$ cat src/iss_pkg.sv
// Package for the inch/slack/creep setpoint selector.
// Assumes a 100 MHz control clock and an AXI4-Lite register bus of 32 bits.
`default_nettype none
package iss_pkg;
    // Speed setpoints: signed hundredths of a percent of full speed
    localparam int SP_W = 16;
    localparam logic signed [15:0] SP_MIN = -16'sd10000;
    localparam logic signed [15:0] SP_MAX = 16'sd10000;
    // Inch ramp time in tenths of a second
    localparam int RT_W = 13;
    localparam logic [12:0] RT_MIN = 13'h0001;
    localparam logic [12:0] RT_MAX = 13'h1770;
    localparam logic [12:0] RT_RST = 13'h0064;
    // Register byte offsets
    localparam logic [7:0] OFS_INCH_A = 8'h00;
    localparam logic [7:0] OFS_INCH_B = 8'h04;
    localparam logic [7:0] OFS_SLACK_A = 8'h08;
    localparam logic [7:0] OFS_SLACK_B = 8'h0c;
    localparam logic [7:0] OFS_CREEP = 8'h10;
    localparam logic [7:0] OFS_INCH_RT = 8'h14;
    localparam logic [7:0] OFS_CTRL = 8'h18;
    localparam logic [7:0] OFS_STATUS = 8'h1c;
    localparam logic [7:0] OFS_OUTPUT = 8'h20;
    // Control and status field positions
    localparam int CTRL_SEL_BIT = 0;
    localparam int CTRL_SRC_BIT = 1;
    localparam int STAT_CODE_LSB = 0;
    localparam int STAT_INCH_BIT = 4;
    // Reset values of setpoints
    localparam logic signed [15:0] SP_RST = 16'sh0000;
    // AXI responses
    localparam logic [1:0] RESP_OKAY = 2'h0;
    localparam logic [1:0] RESP_SLVERR = 2'h2;
    // Selection state code
    typedef enum logic [2:0] {
        SEL_STOP_F, SEL_STOP_T, SEL_INCH_A, SEL_INCH_B,
        SEL_RUN, SEL_SLACK_A, SEL_SLACK_B, SEL_CREEP
    } iss_sel_t;
endpackage
`default_nettype wire

$ cat src/iss_top.sv
// Inch, take-up-slack and creep selection of the ramp generator's speed demand.
// Assumes commands from the sequencer_block are synchronous; AXI4-Lite master holds payloads.
// Operation
// - Run off, inch on: ramp input becomes inch setpoint A or B by selector
// - While inching, inch ramp time replaces main_accel_time and main_decel_time
// - While inching, ramp S-curve proportion forced to zero percent
// - Inching accel and decel both use the one inch ramp time
// - Inch ramp time accepted from 0.1 s up to 600.0 s
// - Run and inch on, selector false: setpoint plus slack A, default ramps
// - Run on, inch off, selector true: setpoint plus slack B, default ramps
// - Run and inch on, selector true: creep setpoint, default ramps
// - Only ramp input changes; direct setpoints still summed outside
// - Inch, slack and creep setpoints span -100.00 to +100.00 percent
// - Run only with selector false, or both commands off: pass setpoint through
// - Resulting demand is output to the ramp generator input
//
// The register addresses and the AXI4-Lite register port are this design's own decisions.
`default_nettype none
module iss_top #(
    parameter int SP_WIDTH = 16,
    parameter int RT_WIDTH = 13
) (
    input wire logic aclk,
    input wire logic aresetn,
    // Sequencer and setpoint inputs
    input wire logic run_command_input,
    input wire logic inch_command_input,
    input wire logic selector_input,
    input wire logic signed [SP_WIDTH-1:0] ramp_setpoint,
    // Outputs to the ramp generator
    output logic signed [SP_WIDTH-1:0] ramp_input_out,
    output logic inch_ramp_override,
    output logic [RT_WIDTH-1:0] inch_ramp_time,
    output logic s_curve_zero,
    output logic [2:0] selection_state_code,
    // AXI4-Lite slave
    input wire logic [7:0] s_axi_awaddr,
    input wire logic s_axi_awvalid,
    output logic s_axi_awready,
    input wire logic [31:0] s_axi_wdata,
    input wire logic [3:0] s_axi_wstrb,
    input wire logic s_axi_wvalid,
    output logic s_axi_wready,
    output logic [1:0] s_axi_bresp,
    output logic s_axi_bvalid,
    input wire logic s_axi_bready,
    input wire logic [7:0] s_axi_araddr,
    input wire logic s_axi_arvalid,
    output logic s_axi_arready,
    output logic [31:0] s_axi_rdata,
    output logic [1:0] s_axi_rresp,
    output logic s_axi_rvalid,
    input wire logic s_axi_rready
);
    // Widths are tied to the package encodings and to the 16-bit write lane
    if (SP_WIDTH != iss_pkg::SP_W) begin : g_bad_sp_width
        $error("iss_top: setpoint width must match the package");
    end
    if (RT_WIDTH != iss_pkg::RT_W) begin : g_bad_rt_width
        $error("iss_top: ramp time width must match the package");
    end
    if (SP_WIDTH != 16) begin : g_bad_sp_lane
        $error("iss_top: setpoints must fill the 16-bit write lane");
    end
    if (RT_WIDTH >= 16) begin : g_bad_rt_lane
        $error("iss_top: ramp time must be narrower than the write lane");
    end

    // Setting registers
    logic signed [SP_WIDTH-1:0] inch_sp_a, inch_sp_b, slack_sp_a, slack_sp_b, creep_sp;
    logic [RT_WIDTH-1:0] inch_rt;
    logic sel_soft, sel_from_reg;

    // Write channel capture
    logic aw_held, w_held;
    logic [7:0] aw_addr;
    logic [31:0] w_data;
    logic [3:0] w_strb;
    logic do_write;
    logic [15:0] wr_half;
    logic [15:0] sp_clamped;
    logic [RT_WIDTH-1:0] rt_clamped;

    // Accept address and data in either order, each held until the write is done
    always_ff @(posedge aclk) begin
        if (!aresetn) begin
            aw_held <= 1'b0;
            w_held <= 1'b0;
            aw_addr <= 8'h00;
            w_data <= 32'h0000_0000;
            w_strb <= 4'h0;
        end else begin
            if (s_axi_awvalid && s_axi_awready) begin
                aw_held <= 1'b1;
                aw_addr <= s_axi_awaddr;
            end else if (do_write) begin
                aw_held <= 1'b0;
            end
            if (s_axi_wvalid && s_axi_wready) begin
                w_held <= 1'b1;
                w_data <= s_axi_wdata;
                w_strb <= s_axi_wstrb;
            end else if (do_write) begin
                w_held <= 1'b0;
            end
        end
    end

    assign do_write = aw_held && w_held && !s_axi_bvalid;

    // Ready is high while the channel's holding slot is free
    always_ff @(posedge aclk) begin
        if (!aresetn) begin
            s_axi_awready <= 1'b0;
            s_axi_wready <= 1'b0;
        end else begin
            s_axi_awready <= !(aw_held || (s_axi_awvalid && s_axi_awready)) || do_write;
            s_axi_wready <= !(w_held || (s_axi_wvalid && s_axi_wready)) || do_write;
        end
    end

    // Byte lanes merge into the low half-word of the old value
    always_comb begin
        wr_half = 16'h0000;
        case (aw_addr)
            iss_pkg::OFS_INCH_A: wr_half = inch_sp_a;
            iss_pkg::OFS_INCH_B: wr_half = inch_sp_b;
            iss_pkg::OFS_SLACK_A: wr_half = slack_sp_a;
            iss_pkg::OFS_SLACK_B: wr_half = slack_sp_b;
            iss_pkg::OFS_CREEP: wr_half = creep_sp;
            iss_pkg::OFS_INCH_RT: wr_half = {3'h0, inch_rt};
            default: wr_half = 16'h0000;
        endcase
        if (w_strb[0]) begin
            wr_half[7:0] = w_data[7:0];
        end
        if (w_strb[1]) begin
            wr_half[15:8] = w_data[15:8];
        end
    end

    iss_sp_clamp #(.W(16), .SIGNED(1'b1), .MIN(iss_pkg::SP_MIN), .MAX(iss_pkg::SP_MAX)) u_sp_clamp (
        .din(wr_half),
        .dout(sp_clamped)
    );

    iss_sp_clamp #(.W(RT_WIDTH), .SIGNED(1'b0), .MIN(iss_pkg::RT_MIN), .MAX(iss_pkg::RT_MAX)) u_rt_clamp (
        .din((|wr_half[15:RT_WIDTH]) ? iss_pkg::RT_MAX : wr_half[RT_WIDTH-1:0]),
        .dout(rt_clamped)
    );

    // Setting registers updated by writes
    always_ff @(posedge aclk) begin
        if (!aresetn) begin
            inch_sp_a <= iss_pkg::SP_RST;
            inch_sp_b <= iss_pkg::SP_RST;
            slack_sp_a <= iss_pkg::SP_RST;
            slack_sp_b <= iss_pkg::SP_RST;
            creep_sp <= iss_pkg::SP_RST;
            inch_rt <= iss_pkg::RT_RST;
            sel_soft <= 1'b0;
            sel_from_reg <= 1'b0;
        end else if (do_write) begin
            case (aw_addr)
                iss_pkg::OFS_INCH_A: inch_sp_a <= sp_clamped;
                iss_pkg::OFS_INCH_B: inch_sp_b <= sp_clamped;
                iss_pkg::OFS_SLACK_A: slack_sp_a <= sp_clamped;
                iss_pkg::OFS_SLACK_B: slack_sp_b <= sp_clamped;
                iss_pkg::OFS_CREEP: creep_sp <= sp_clamped;
                iss_pkg::OFS_INCH_RT: inch_rt <= rt_clamped;
                iss_pkg::OFS_CTRL: begin
                    if (w_strb[0]) begin
                        sel_soft <= w_data[iss_pkg::CTRL_SEL_BIT];
                        sel_from_reg <= w_data[iss_pkg::CTRL_SRC_BIT];
                    end
                end
                default: ;
            endcase
        end
    end

    // Write response; unmapped or read-only offsets answer with an error
    always_ff @(posedge aclk) begin
        if (!aresetn) begin
            s_axi_bvalid <= 1'b0;
            s_axi_bresp <= iss_pkg::RESP_OKAY;
        end else if (do_write) begin
            s_axi_bvalid <= 1'b1;
            s_axi_bresp <= (aw_addr <= iss_pkg::OFS_CTRL && aw_addr[1:0] == 2'h0) ?
                           iss_pkg::RESP_OKAY : iss_pkg::RESP_SLVERR;
        end else if (s_axi_bready) begin
            s_axi_bvalid <= 1'b0;
        end
    end

    // Selection of the behaviour
    logic sel_level;
    iss_pkg::iss_sel_t next_sel;
    logic signed [SP_WIDTH-1:0] sum_slack_a, sum_slack_b;
    logic signed [SP_WIDTH-1:0] next_ramp_input;
    logic inching;

    // selector from pin unless software takes it
    assign sel_level = sel_from_reg ? sel_soft : selector_input;

    // Inching is run off with inch on, whichever selector
    assign inching = (next_sel == iss_pkg::SEL_INCH_A) || (next_sel == iss_pkg::SEL_INCH_B);

    iss_sat_add #(.W(SP_WIDTH)) u_add_a (
        .a(ramp_setpoint),
        .b(slack_sp_a),
        .sum(sum_slack_a)
    );

    iss_sat_add #(.W(SP_WIDTH)) u_add_b (
        .a(ramp_setpoint),
        .b(slack_sp_b),
        .sum(sum_slack_b)
    );

    // both commands sampled together; state code
    always_comb begin
        case ({run_command_input, inch_command_input, sel_level})
            3'b000: next_sel = iss_pkg::SEL_STOP_F;
            3'b001: next_sel = iss_pkg::SEL_STOP_T;
            3'b010: next_sel = iss_pkg::SEL_INCH_A;
            3'b011: next_sel = iss_pkg::SEL_INCH_B;
            3'b100: next_sel = iss_pkg::SEL_RUN;
            3'b110: next_sel = iss_pkg::SEL_SLACK_A;
            3'b101: next_sel = iss_pkg::SEL_SLACK_B;
            3'b111: next_sel = iss_pkg::SEL_CREEP;
            default: next_sel = iss_pkg::SEL_STOP_F;
        endcase
    end

    // Ramp input chosen from the selection
    always_comb begin
        case (next_sel)
            iss_pkg::SEL_INCH_A: next_ramp_input = inch_sp_a;
            iss_pkg::SEL_INCH_B: next_ramp_input = inch_sp_b;
            iss_pkg::SEL_SLACK_A: next_ramp_input = sum_slack_a;
            iss_pkg::SEL_SLACK_B: next_ramp_input = sum_slack_b;
            iss_pkg::SEL_CREEP: next_ramp_input = creep_sp;
            default: next_ramp_input = ramp_setpoint;
        endcase
    end

    // registered demand to ramp generator; direct setpoints untouched
    always_ff @(posedge aclk) begin
        if (!aresetn) begin
            ramp_input_out <= iss_pkg::SP_RST;
        end else begin
            ramp_input_out <= next_ramp_input;
        end
    end

    always_ff @(posedge aclk) begin
        if (!aresetn) begin
            selection_state_code <= 3'h0;
        end else begin
            selection_state_code <= next_sel;
        end
    end

    always_ff @(posedge aclk) begin
        if (!aresetn) begin
            inch_ramp_override <= 1'b0;
        end else begin
            inch_ramp_override <= inching;
        end
    end

    always_ff @(posedge aclk) begin
        if (!aresetn) begin
            s_curve_zero <= 1'b0;
        end else begin
            s_curve_zero <= inching;
        end
    end

    always_ff @(posedge aclk) begin
        if (!aresetn) begin
            inch_ramp_time <= iss_pkg::RT_RST;
        end else begin
            inch_ramp_time <= inch_rt;
        end
    end

    // Read channel
    logic [31:0] next_rdata;
    logic rd_ok;

    // Read data mux; unmapped offsets read zero with an error
    always_comb begin
        next_rdata = 32'h0000_0000;
        rd_ok = 1'b1;
        case (s_axi_araddr)
            iss_pkg::OFS_INCH_A: next_rdata = {{16{inch_sp_a[15]}}, inch_sp_a};
            iss_pkg::OFS_INCH_B: next_rdata = {{16{inch_sp_b[15]}}, inch_sp_b};
            iss_pkg::OFS_SLACK_A: next_rdata = {{16{slack_sp_a[15]}}, slack_sp_a};
            iss_pkg::OFS_SLACK_B: next_rdata = {{16{slack_sp_b[15]}}, slack_sp_b};
            iss_pkg::OFS_CREEP: next_rdata = {{16{creep_sp[15]}}, creep_sp};
            iss_pkg::OFS_INCH_RT: next_rdata = {19'h0, inch_rt};
            iss_pkg::OFS_CTRL: next_rdata = {30'h0, sel_from_reg, sel_soft};
            iss_pkg::OFS_STATUS: next_rdata = {27'h0, inch_ramp_override, 1'b0, selection_state_code};
            iss_pkg::OFS_OUTPUT: next_rdata = {{16{ramp_input_out[15]}}, ramp_input_out};
            default: rd_ok = 1'b0;
        endcase
    end

    // One read at a time: address taken when no answer is pending
    always_ff @(posedge aclk) begin
        if (!aresetn) begin
            s_axi_arready <= 1'b0;
            s_axi_rvalid <= 1'b0;
            s_axi_rdata <= 32'h0000_0000;
            s_axi_rresp <= iss_pkg::RESP_OKAY;
        end else begin
            s_axi_arready <= !s_axi_rvalid && !(s_axi_arvalid && s_axi_arready);
            if (s_axi_arvalid && s_axi_arready) begin
                s_axi_rvalid <= 1'b1;
                s_axi_rdata <= next_rdata;
                s_axi_rresp <= rd_ok ? iss_pkg::RESP_OKAY : iss_pkg::RESP_SLVERR;
            end else if (s_axi_rready) begin
                s_axi_rvalid <= 1'b0;
            end
        end
    end
endmodule
`default_nettype wire

$ cat src/iss_sat_add.sv
// Saturating signed adder for speed demands.
// Assumes operands in range; clamps result to plus/minus full speed.
`default_nettype none
module iss_sat_add #(
    parameter int W = 16
) (
    input wire logic signed [W-1:0] a,
    input wire logic signed [W-1:0] b,
    output logic signed [W-1:0] sum
);
    logic signed [W:0] wide;
    // Refuse widths that cannot hold full speed
    if (W < 15) begin : g_bad_width
        $error("iss_sat_add: width too small for full-speed range");
    end
    // Add at one extra bit, then clamp to full speed
    always_comb begin
        wide = $signed({a[W-1], a}) + $signed({b[W-1], b});
        if (wide > $signed({1'b0, W'(iss_pkg::SP_MAX)})) begin
            sum = W'(iss_pkg::SP_MAX);
        end else if (wide < $signed({1'b1, W'(iss_pkg::SP_MIN)})) begin
            sum = W'(iss_pkg::SP_MIN);
        end else begin
            sum = wide[W-1:0];
        end
    end
endmodule
`default_nettype wire

$ cat src/iss_sp_clamp.sv
// Clamp of a value written by software into an allowed range.
// Assumes min is not above max; purely combinational.
`default_nettype none
module iss_sp_clamp #(
    parameter int W = 16,
    parameter bit SIGNED = 1'b1,
    parameter logic [W-1:0] MIN = '0,
    parameter logic [W-1:0] MAX = '0
) (
    input wire logic [W-1:0] din,
    output logic [W-1:0] dout
);
    // Refuse widths too narrow to hold a range
    if (W < 2) begin : g_bad_width
        $error("iss_sp_clamp: width must be at least two");
    end
    // Compare as signed or unsigned as chosen
    always_comb begin
        if (SIGNED ? ($signed(din) < $signed(MIN)) : (din < MIN)) begin
            dout = MIN;
        end else if (SIGNED ? ($signed(din) > $signed(MAX)) : (din > MAX)) begin
            dout = MAX;
        end else begin
            dout = din;
        end
    end
endmodule
`default_nettype wire

$ cat config.mk
export PLATFORM = sky130hd
export DESIGN_NAME = iss_top
export DESIGN_NICKNAME = d
export VERILOG_FILES = /design/src/iss_pkg.sv /design/src/iss_top.sv /design/src/iss_sat_add.sv /design/src/iss_sp_clamp.sv
export SDC_FILE = /design/constraint.sdc
export NUM_CORES = 1
export LEC_CHECK = 0
export BUFFER_PORTS_ARGS = -buffer_cell sky130_fd_sc_hd__clkbuf_2
export CELL_PAD_IN_SITES_DETAIL_PLACEMENT = 0
export CELL_PAD_IN_SITES_GLOBAL_PLACEMENT = 1
export CORE_ASPECT_RATIO = 0.75
export CORE_MARGIN = 1
export CORE_UTILIZATION = 29
export CTS_BUF_LIST = sky130_fd_sc_hd__clkbuf_4 sky130_fd_sc_hd__clkbuf_8
export DETAILED_ROUTE_END_ITERATION = 8
export PLACE_DENSITY = 0.58
export SLEW_MARGIN = 20
export SYNTH_ARGS = -nofsm -noshare
export SYNTH_HDL_FRONTEND = slang
export SYNTH_SLANG_ARGS = --single-unit
$ cat constraint.sdc
create_clock -name aclk -period 4 [get_ports aclk]
set_clock_uncertainty 0.2 [all_clocks]
set_input_delay 0.6 -clock aclk [delete_from_list [all_inputs] [get_ports aclk]]
set_output_delay 0.6 -clock aclk [all_outputs]
set_load 0.02 [all_outputs]
# Word-level counts from Yosys, hierarchy flattened
# Memory sizes are Yosys's and may differ from the RTL's.
# Index checks and enable logic that the tools add are counted.
# W data, S select, Z words.
[op_classes] order_cmp=9 reduce_logical=33 mux=25 n_addsub=2 n_eq_ne=19
[ops] cell="$pmux W32 S9" count=1
[ops] cell="$mux W16" count=6
[ops] cell="$pmux W16 S6" count=1
[ops] cell="$pmux W16 S5" count=1
[ops] cell="$eq A8 B5 Y1 const B" count=7
[ops] cell="$mux W13" count=3
[ops] cell="$add A16 B16 Y17" count=2
[ops] cell="$gt A17 B15 Y1 const B" count=2
[ops] cell="$lt A17 B15 Y1 const B" count=2
[ops] cell="$eq A8 B4 Y1 const B" count=4
[ops] cell="$eq A8 B3 Y1 const B" count=2
[ops] cell="$gt A16 B15 Y1 const B" count=1
[ops] cell="$logic_not A8 Y1" count=2
[ops] cell="$lt A16 B15 Y1 const B" count=1
[ops] cell="$mux W8" count=2
[ops] cell="$gt A13 B13 Y1 const B" count=1
[ops] cell="$lt A13 B1 Y1 const B" count=1
[ops] cell="$reduce_and A2 Y1" count=6
[ops] cell="$eq A3 B3 Y1 const B" count=3
[ops] cell="$mux W1" count=9
[ops] cell="$reduce_or A9 Y1" count=1
[ops] cell="$eq A8 B6 Y1 const B" count=1
[ops] cell="$le A8 B5 Y1 const B" count=1
[ops] cell="$reduce_bool A2 Y1" count=4
[ops] cell="8 further kinds" count=24
[word_totals] inputBits=78 romBits=24 output_inout_bits=75 regBits=197 n_memories=1
[mem_list] name="(no name shown)" words=8 width=3 read_ports=1 rd_ports_with_merged_regs=0 write_ports=0 line_no="iss_top.sv:223" text="case ({run_command_input, inch_command_input, sel_level})"

# Longest topological paths before layout
# Gate-level depths: netlist (run 1).
[depth] word_depth=8 mapped_depth=14 depth_no_buf=13

# Hierarchy
# Synthesis (run 1) repeated with hierarchy kept, for this count alone.
[unflattened] hier_cells=1501 area_unflattened_um2=12469.5
[modules_own_cells] mod="iss_top" cells_per_inst=1042 area_each_um2=9288.9 instances=1 seq_area_each_um2=3583.4
[modules_own_cells] mod="iss_sat_add" cells_per_inst=195 area_each_um2=1362.6 instances=2 seq_area_each_um2=0.0
[modules_own_cells] mod="iss_sp_clamp (u_sp_clamp)" cells_per_inst=42 area_each_um2=260.2 instances=1 seq_area_each_um2=0.0
[modules_own_cells] mod="iss_sp_clamp (u_rt_clamp)" cells_per_inst=27 area_each_um2=195.2 instances=1 seq_area_each_um2=0.0

# Least setup slack after synthesis (run 1)
# No wires, ideal clock.
[synth_path] path_kind="input to register" startpoint="input ramp_setpoint[0]" endpoint="register ramp_input_out[9]" n_path_buf=0 slack_ns=0.175 path_stages=13 required_ns=3.681 arrival_time_ns=3.506 path_cell_list="ha_1 -> inv_1 -> fa_1 -> nand2b_1 -> a21oi_1 -> o311a_1 -> o21ai_0 -> a2111oi_0 -> o221ai_1 -> nand2_1 -> nand2_1 -> a221o_1 -> o221a_2"
[synth_between] elab_chain_cells=5 elab_cells_between_ends=11 classes_between="add/sub: 2; order compare: 4; mux: 5"
[synth_rtl] element="start: declaration" line_no="iss_top.sv:29" text="input wire logic signed [SP_WIDTH-1:0] ramp_setpoint,"
[synth_rtl] element="$add A16 B16 Y17" line_no="iss_sat_add.sv:18" text="wide = $signed({a[W-1], a}) + $signed({b[W-1], b});"
[synth_rtl] element="$lt A17 B15 Y1" line_no="iss_sat_add.sv:21" text="end else if (wide < $signed({1'b1, W'(iss_pkg::SP_MIN)})) begin"
[synth_rtl] element="$mux W16" line_no="iss_sat_add.sv:21"
[synth_rtl] element="$mux W16" line_no="iss_sat_add.sv:19" text="if (wide > $signed({1'b0, W'(iss_pkg::SP_MAX)})) begin"
[synth_rtl] element="$pmux W16 S5 *" line_no="iss_top.sv:238" text="case (next_sel)"
[synth_rtl] element="end signal: assignment" line_no="iss_top.sv:251" text="ramp_input_out <= iss_pkg::SP_RST;"
[synth_rtl] element="end signal: assignment" line_no="iss_top.sv:253" text="ramp_input_out <= next_ramp_input;"
[synth_rtl] element="end: declaration" line_no="iss_top.sv:31" text="output logic signed [SP_WIDTH-1:0] ramp_input_out,"
# Mark *: on every way between the ends. The rest lies on a longest branch, timed or not.
# A chain may end at the register's enable or synchronous reset.

# Final worst setup path (run 1)
[layout_path] startpoint="register slack_sp_b[0]" endpoint="register ramp_input_out[1]"
[layout_between] elab_chain_cells=5 elab_cells_between_ends=6 classes_between="add/sub: 1; order compare: 2; mux: 3"
[layout_rtl] element="start: declaration" line_no="iss_top.sv:70" text="logic signed [SP_WIDTH-1:0] inch_sp_a, inch_sp_b, slack_sp_a, slack_sp_b, creep_sp;"
[layout_rtl] element="start signal: assignment" line_no="iss_top.sv:158" text="slack_sp_b <= iss_pkg::SP_RST;"
[layout_rtl] element="start signal: assignment" line_no="iss_top.sv:168" text="iss_pkg::OFS_SLACK_B: slack_sp_b <= sp_clamped;"
[layout_rtl] element="$add A16 B16 Y17 *" line_no="iss_sat_add.sv:18"
[layout_rtl] element="$lt A17 B15 Y1" line_no="iss_sat_add.sv:21"
[layout_rtl] element="$mux W16" line_no="iss_sat_add.sv:21"
[layout_rtl] element="$mux W16 *" line_no="iss_sat_add.sv:19"
[layout_rtl] element="$pmux W16 S5 *" line_no="iss_top.sv:238"
# Marked as above.

==> summary.txt, run 1 <==
Synth
  – Syn Area/Cell: a little under 8 sq um
  – Synth Register Bits: between 150 and 200
  – Largest family of logic cells by synthesized area: compound AO/OA/AOI/OAI gates
  – Complex-gate fraction of the synthesized area: approximately 29%
  – Mux contribution to synthesized area: 6.676%
  – Top FF cell, synth: dfxtp_1
  – Synth Area in XOR/XNOR: between 1.5 and 2%
  – Ys async rst share: 0%
  – Post-Synthesis Cells: 1,410
  – Synth unique cells: 80
  – Synth warn: 0
  – Register area share after synthesis: 32.35%
  – Fraction of the mapped netlist area in adder cells: 3.977%
  – Post-synthesis instance area: 11,080 sq um
  – Synth Area in Simple Gates: between 20% and 30%
  – Number of enable flip-flop cells after synthesis: 0

Final layout
  – Fin cells: 2,105
  – Highest-count cells in the layout ignoring fill and taps: nand2_1, dfxtp_1, a21oi_1
  – Antenna fix cells: 0
  – Synthesis-to-layout area growth: 20.87%
  – Filler cell count: about 4,000
  – Net count, final: 1,700
  – Final core occ: between 30 and 40%
  – Commonest non-fill, non-tap cell in the layout: nand2_1
  – Share of layout cells above drive strength 1: about 22%

Route
  – Total number of vias: about 12,000
  – Via/cell ratio: approximately 5.6
  – Post-Route WL: roughly 48,000 um
  – Iteration-0 DRC Markers: around 1,300
  – DR pass1 iterations: 7
  – DRC violations left: 0
  – Routed Antenna Nets: 0
  – WL/cell: around 23 um

Setup path
  – Reg2Reg Capture Point: ramp_input_out[1]
  – Worst EP required: approximately 4.2 ns
  – R2r startpoint: slack_sp_b[0]
  – Most frequent cell on the critical path: buf_4
  – R2R Setup Slk: ~0.18 ns
  – CP Capture Type: register
  – Max incr delay on CP: 0.48 ns
  – Type of the worst setup path: register to register
  – Worst-path cell chain: ha_1 > inv_1 > fa_1 > nor2b_1 > o31a_1 > o41a_1 > buf_4 > a41oi_1 > buf_4 > o211ai_1 > nand3_1 > o21a_1 > a31o_2 > or3_1 > o22ai_1
  – Reg2reg path depth: 15
  – Critical path capture point: ramp_input_out[1]
  – Crit path launch: slack_sp_b[0]
  – Crit path arrival time: 4.04 ns
  – Nature of the critical path startpoint: register
  – CP max stage cell: or3_1
  – Worst Path Max Fanout: 4

Power
  – Peak VDD IR: about 0.24 mV
  – LEAKAGE: a little over 5 nW
  – Pwr dens: 286.6 nW/um^2

STA
  – Peak Freq: ~0.26 GHz
  – Tcrit/Tclk final: a little over nine tenths
  – Rel. slew slack: a little under a third
  – RSZ-0062 raised after global routing: false
  – Final setup viols: 0
  – Least-Margin Pin Slew: slightly above 1 ns
  – Final worst slack: between 0.15 and 0.2 ns
  – Fin. max-slew vios: 0
  – Hold WS: about 0.12 ns
  – Crit path time final: between 3 and 4 ns
  – Final Hold Fails: 0

Global routing
  – Met2 Usage GRT: between 30 and 40%
  – Antenna violations before repair: 0
  – Largest net degree at the start of global routing: 95
  – Grt met3 use: approximately 7%
  – GRT met1 Usage: 36.01%
  – First-pass GRT wire length: between 60,000 and 70,000 um
  – Busiest grt layer: met1
  – Gr ovfl total: 0
  – All-Layer GR Usage: ~24%
  – Vias in the first global route: ~11,000

Die
  – Die Y: 171.2 um
  – Row cnt: just over 60
  – Initial Utilization: approximately 30%
  – Core box area: ~37,000 sq um
  – Floorplan die width: about 230 um
  – Boundary Pins: 153
  – Total Die Area: a little under 40,000 sq um

Clock tree
  – CTS root buf: clkbuf_8
  – CTS tree: yes
  – CTS clk-pin slew, worst paths: approximately 0.1 ns
  – Clk buf depth: 2
  – Sink Count: 179
  – CTS Buf Count: 17
  – Hold buffers post-CTS: 0
  – Level count of the clock H-tree: 4
  – Skew-Pair Late Insertion Delay: 0.50 ns

Placement
  – Port Buf Inserts: ~130
  – Place WS: -0.1372 ns
  – Placed Cells incl. Taps: 2,072
  – Post-DP HPWL: approximately 38,000 um
  – GPL Wtd Cong: 0.9347

Job
  – Max-Cap Viols: 0

Run status
  – Outcome: complete, no violations

Worst hold path
  – HP Class: input port to register
  – Hold Crit Depth: 3
==> cell usage after synthesis (21+ instances only) <==
| master | count | area [sq um] |
|---|---|---|
| a222oi_1 | 24 | 240.2 |
| mux2i_1 | 39 | 390.4 |
| nand3_1 | 47 | 235.2 |
| nor2_1 | 116 | 435.4 |
| o21ai_0 | 77 | 385.4 |
| inv_1 | 21 | 78.83 |
| buf_4 | 22 | 165.2 |
| o32ai_1 | 28 | 245.2 |
| clkbuf_1 | 74 | 277.8 |
| and2_1 | 27 | 168.9 |
| a211oi_1 | 27 | 202.7 |
| nor3_1 | 21 | 105.1 |
| o22ai_1 | 24 | 150.1 |
| a21oi_1 | 137 | 685.7 |
| nand2_1 | 213 | 799.5 |
| dfxtp_1 | 179 | 3583 |
| ha_1 | 32 | 400.4 |
==> repair_timing <==
item,in CTS,in global routing
setup endpoints to repair,0,17
endpoints found under the hold margin,0,0
gates resized for setup,0,4
buffers inserted,0,1
==> routing by layer <==
metal,share of wire (%),wire [um],vias to the layer above
li1,-,-,5612
met1,49,23490,5706
met2,40,19170,491
met3,8.8,4190,45
met4,1.5,717,0
met5,0,0,-
==> worst max-delay path: cells and delay by family, from the launching register on <==
family,cells,cell delay [ns]
AOI/OAI and AO/OA,7,1.37
and+or+nand+nor,3,0.84
adders and majority gates,2,0.57
DFF,1,0.41
buffers and inverters,3,0.38
==> how the worst min path moves through the flow <==
stage                    from             to  slack [ns]
2_1_floorplan       w_data[2]      w_data[2]        0.24
6_report       s_axi_wdata[5]      w_data[5]        0.12
4_1_cts        s_axi_wdata[4]      w_data[4]        0.09
5_1_grt        s_axi_wstrb[1]      w_strb[1]        0.08
3_3_place_gp     s_axi_rvalid  s_axi_arready        0.24
3_5_place_dp       aw_addr[7]     aw_addr[7]        0.26
==> metrics by stage <==
stage	setup TNS (ns)	cell area, sq um	power, W
finish	0	13390	0.003837
global route	0	13390	0.003988
CTS	0	13370	0.003850
detailed placement	-0.8004	12950	0.002506
global placement	-0.4518	12950	0.002508
floorplan	0	11080	0.002232
==> where the power goes <==
group | switching [W] | internal [W] | total (W)
clock network | 0.000712 | 0.000649 | 0.00136
registers | 0.0000417 | 0.00182 | 0.00186
logic | 0.000394 | 0.000224 | 0.000619
==> layout make-up <==
type	count	area, sq um	share of cell area, %
flip-flops and latches	179	3585	26.78
inverters	22	82.58	0.6169
multi-input cells	1099	6954	51.95
clock buffers	20	262.8	1.963
clock inverters	12	157.7	1.178
well taps	504	630.6	4.711
repair buffers	269	1714	12.80
==> cell families (layout without fill, tap and decap cells) <==
kind of cell,count (synthesis),count (layout)
muxes,63,63
DFF,179,179
buffers and inverters,133,323
adders and majority gates,34,34
AOI/OAI and AO/OA,471,471
other,1,2
and+or+nand+nor,509,509
xor gates and xnor gates,20,20
No activity file was read; power rests on OpenSTA's default activity.
==> inputs of run 2 (changes only) <==
CORE_ASPECT_RATIO = 0.5   (was 0.75)
GPL_TIMING_DRIVEN = 0   (was unset)
==> summary.txt, run 2 (synthesis gave the netlist of run 1 again) <==
Setup path
  – Nature of the critical path startpoint: register (unchanged)
  – Type of the worst setup path: register to register (unchanged)
  – Worst Path Max Fanout: 10 (was 4)
  – R2R Setup Slk: 0.13 ns (was 0.18 ns)
  – Crit path arrival time: 4.09 ns (was 4.04 ns)
  – CP Capture Type: register (unchanged)
  – Worst EP required: 4.21 ns (was 4.22 ns)

Power
  – Int Power: 0.002591 W (was 0.002689 W)
  – Peak VDD IR: 0.1769 mV (was 0.2445 mV)
  – LEAKAGE: 4.810 nW (was 5.135 nW)
  – Gate power share: 15.8% (was 16.1%)
  – Sw power: 0.001262 W (was 0.001148 W)
  – Seq pwr share: 48.2% (was 48.4%)
  – Pwr dens: 294.0 nW/um^2 (was 286.6 nW/um^2)
  – Switching part of the total: 32.75% (was 29.91%)
  – Clock share of power: 36.1% (was 35.5%)

Clock tree
  – CTS root buf: clkbuf_8 (unchanged)
  – CTS Buf Count: 17 (unchanged)
  – CTS clk-pin slew, worst paths: 0.11 ns (was 0.10 ns)
  – Sink Count: 179 (unchanged)
  – Level count of the clock H-tree: 4 (unchanged)
  – Skew-Pair Late Insertion Delay: 0.52 ns (was 0.50 ns)
  – Hold buffers post-CTS: 0 (unchanged)
  – CTS tree: yes (unchanged)
  – Clk buf depth: 2 (unchanged)

STA
  – Rel. slew slack: 37.39% (was 31.16%)
  – Least-Margin Pin Slew: 0.9392 ns (was 1.033 ns)
  – Fin Setup TNS: 0 ns (unchanged)
  – Crit path time final: 3.872 ns (was 3.817 ns)
  – Final setup viols: 0 (unchanged)
  – Final worst slack: 0.1283 ns (was 0.1832 ns)
  – Final Hold Fails: 0 (unchanged)
  – RSZ-0062 raised after global routing: false (unchanged)
  – Tcrit/Tclk final: 96.79% (was 95.42%)
  – Fin. max-slew vios: 0 (unchanged)
  – Peak Freq: 0.2583 GHz (was 0.2620 GHz)

Die
  – Floorplan die width: 278.4 um (was 227.7 um)
  – Initial Utilization: 29.56% (was 29.68%)
  – Core box area: 37,470 sq um (was 37,320 sq um)
  – Die Y: 140.2 um (was 171.2 um)
  – Row cnt: 50 (was 61)
  – Total Die Area: 39,030 sq um (was 38,990 sq um)
  – Boundary Pins: 153 (unchanged)

Final layout
  – Post-route cell area: 13,110 sq um (was 13,390 sq um)
  – Share of layout cells above drive strength 1: 18.61% (was 22.11%)
  – Highest-count cells in the layout ignoring fill and taps: nand2_1, dfxtp_1, clkbuf_2 (was nand2_1, dfxtp_1, a21oi_1)
  – Final core occ: 34.98% (was 35.87%)
  – Net count, final: 1,679 (was 1,700)
  – Fin cells: 2,075 (was 2,105)
  – Commonest non-fill, non-tap cell in the layout: nand2_1 (unchanged)
  – Synthesis-to-layout area growth: 18.35% (was 20.87%)

Global routing
  – First-pass GRT wire length: 76,590 um (was 69,470 um)
  – Largest net degree at the start of global routing: 19 (was 95)
  – Gr ovfl total: 0 (unchanged)
  – Antenna violations before repair: 1 (was 0)
  – All-Layer GR Usage: 26.77% (was 24.32%)
  – Vias in the first global route: 11,310 (was 10,780)

Route
  – DRC violations left: 0 (unchanged)
  – Via/cell ratio: 5.789 (was 5.631)
  – Total number of vias: 12,010 (was 11,850)
  – Post-Route WL: 53,200 um (was 47,570 um)
  – DR pass1 iterations: 8 (was 7)
  – Routed Antenna Nets: 0 (unchanged)
  – Iteration-0 DRC Markers: 1,364 (was 1,260)
  – WL/cell: 25.64 um (was 22.60 um)

Placement
  – Placed Cells incl. Taps: 2,038 (was 2,072)
  – GPL Wtd Cong: 0.9648 (was 0.9347)
  – DP Area: 12,390 sq um (was 12,950 sq um)
  – Post-DP HPWL: 42,590 um (was 37,680 um)
  – Port Buf Inserts: 132 (unchanged)
  – Place WS: -0.7015 ns (was -0.1372 ns)

Worst hold path
  – HP Class: input port to register (unchanged)

Job
  – Max-Cap Viols: 0 (unchanged)

Run status
  – Outcome: complete, no violations (unchanged)
-- run 2: repair_timing --
action | CTS | global route
pin swaps | 1 | 6
gates resized for setup | 30 | 39
hold endpoints to repair | 0 | 0
buffers inserted | 1 | 6
endpoints found under the setup margin | 88 | 91
cloned | 1 | 0
-- run 2: power by group through the flow --
| stage | combinational (W) | sequential, W | clock (W) |
|---|---|---|---|
| 4_1_cts | 0.000588 | 0.00185 | 0.00141 |
| 3_5_place_dp | 0.000570 | 0.00189 | 0 |
| 5_1_grt | 0.000656 | 0.00186 | 0.00148 |
| 6_report | 0.000608 | 0.00186 | 0.00139 |
| 2_1_floorplan | 0.000332 | 0.00190 | 0 |
| 3_3_place_gp | 0.000565 | 0.00189 | 0 |
-- run 2: area by class of cell --
type	instances	area, sq um
antenna	1	2.502
multi-input combinational	1100	7134
sequential	179	3595
clock buffer	17	234.0
inverter	22	82.58
clock inverter	15	185.2
fill	3961	24370
buffer	107	523.0
timing repair buffer	140	733.2
tap	494	618.1
-- run 2: path summary, 6_finish.rpt --
path / depth (start not counted) / end / from
worst max register to register: 12 / slack_sp_b[5] / aw_addr[3]
worst min-delay path: 3 / aw_addr[2] / s_axi_awaddr[2]
worst max-delay path: 12 / slack_sp_b[5] / aw_addr[3]
worst min register to register: 2 / w_data[2] / w_data[2]
-- run 2: per-stage QoR --
stage	power [W]	hold WS [ns]
2_1_floorplan	0.002232	0.2364
4_1_cts	0.003854	0.06206
6_report	0.003853	0.08064
3_3_place_gp	0.002459	0.2379
5_1_grt	0.003992	0.07325
3_5_place_dp	0.002464	0.2501
-- run 2: worst max-delay path, cell delays in order, from the launching register on --
cell      delay [ns]
dfxtp_1         0.32
buf_2           0.24
nor3_1          0.12
and3_2          0.33
a222oi_1        0.59
o21ai_2         0.26
nor4_4          0.37
and2_1          0.21
nor3b_4         0.34
a311oi_4        0.07
buf_12          0.20
clkbuf_2        0.18
o32ai_1         0.33
-- run 2: routing by layer --
layer / up-vias / share of wire (%) / wire, um / global-route usage (%)
met5: - / 0 / 0 / 0
met4: 0 / 1.6 / 850 / 5.874
met3: 47 / 9.4 / 4991 / 7.156
met2: 544 / 41 / 21770 / 38.68
met1: 5843 / 48 / 25590 / 39.16
li1: 5578 / - / - / -
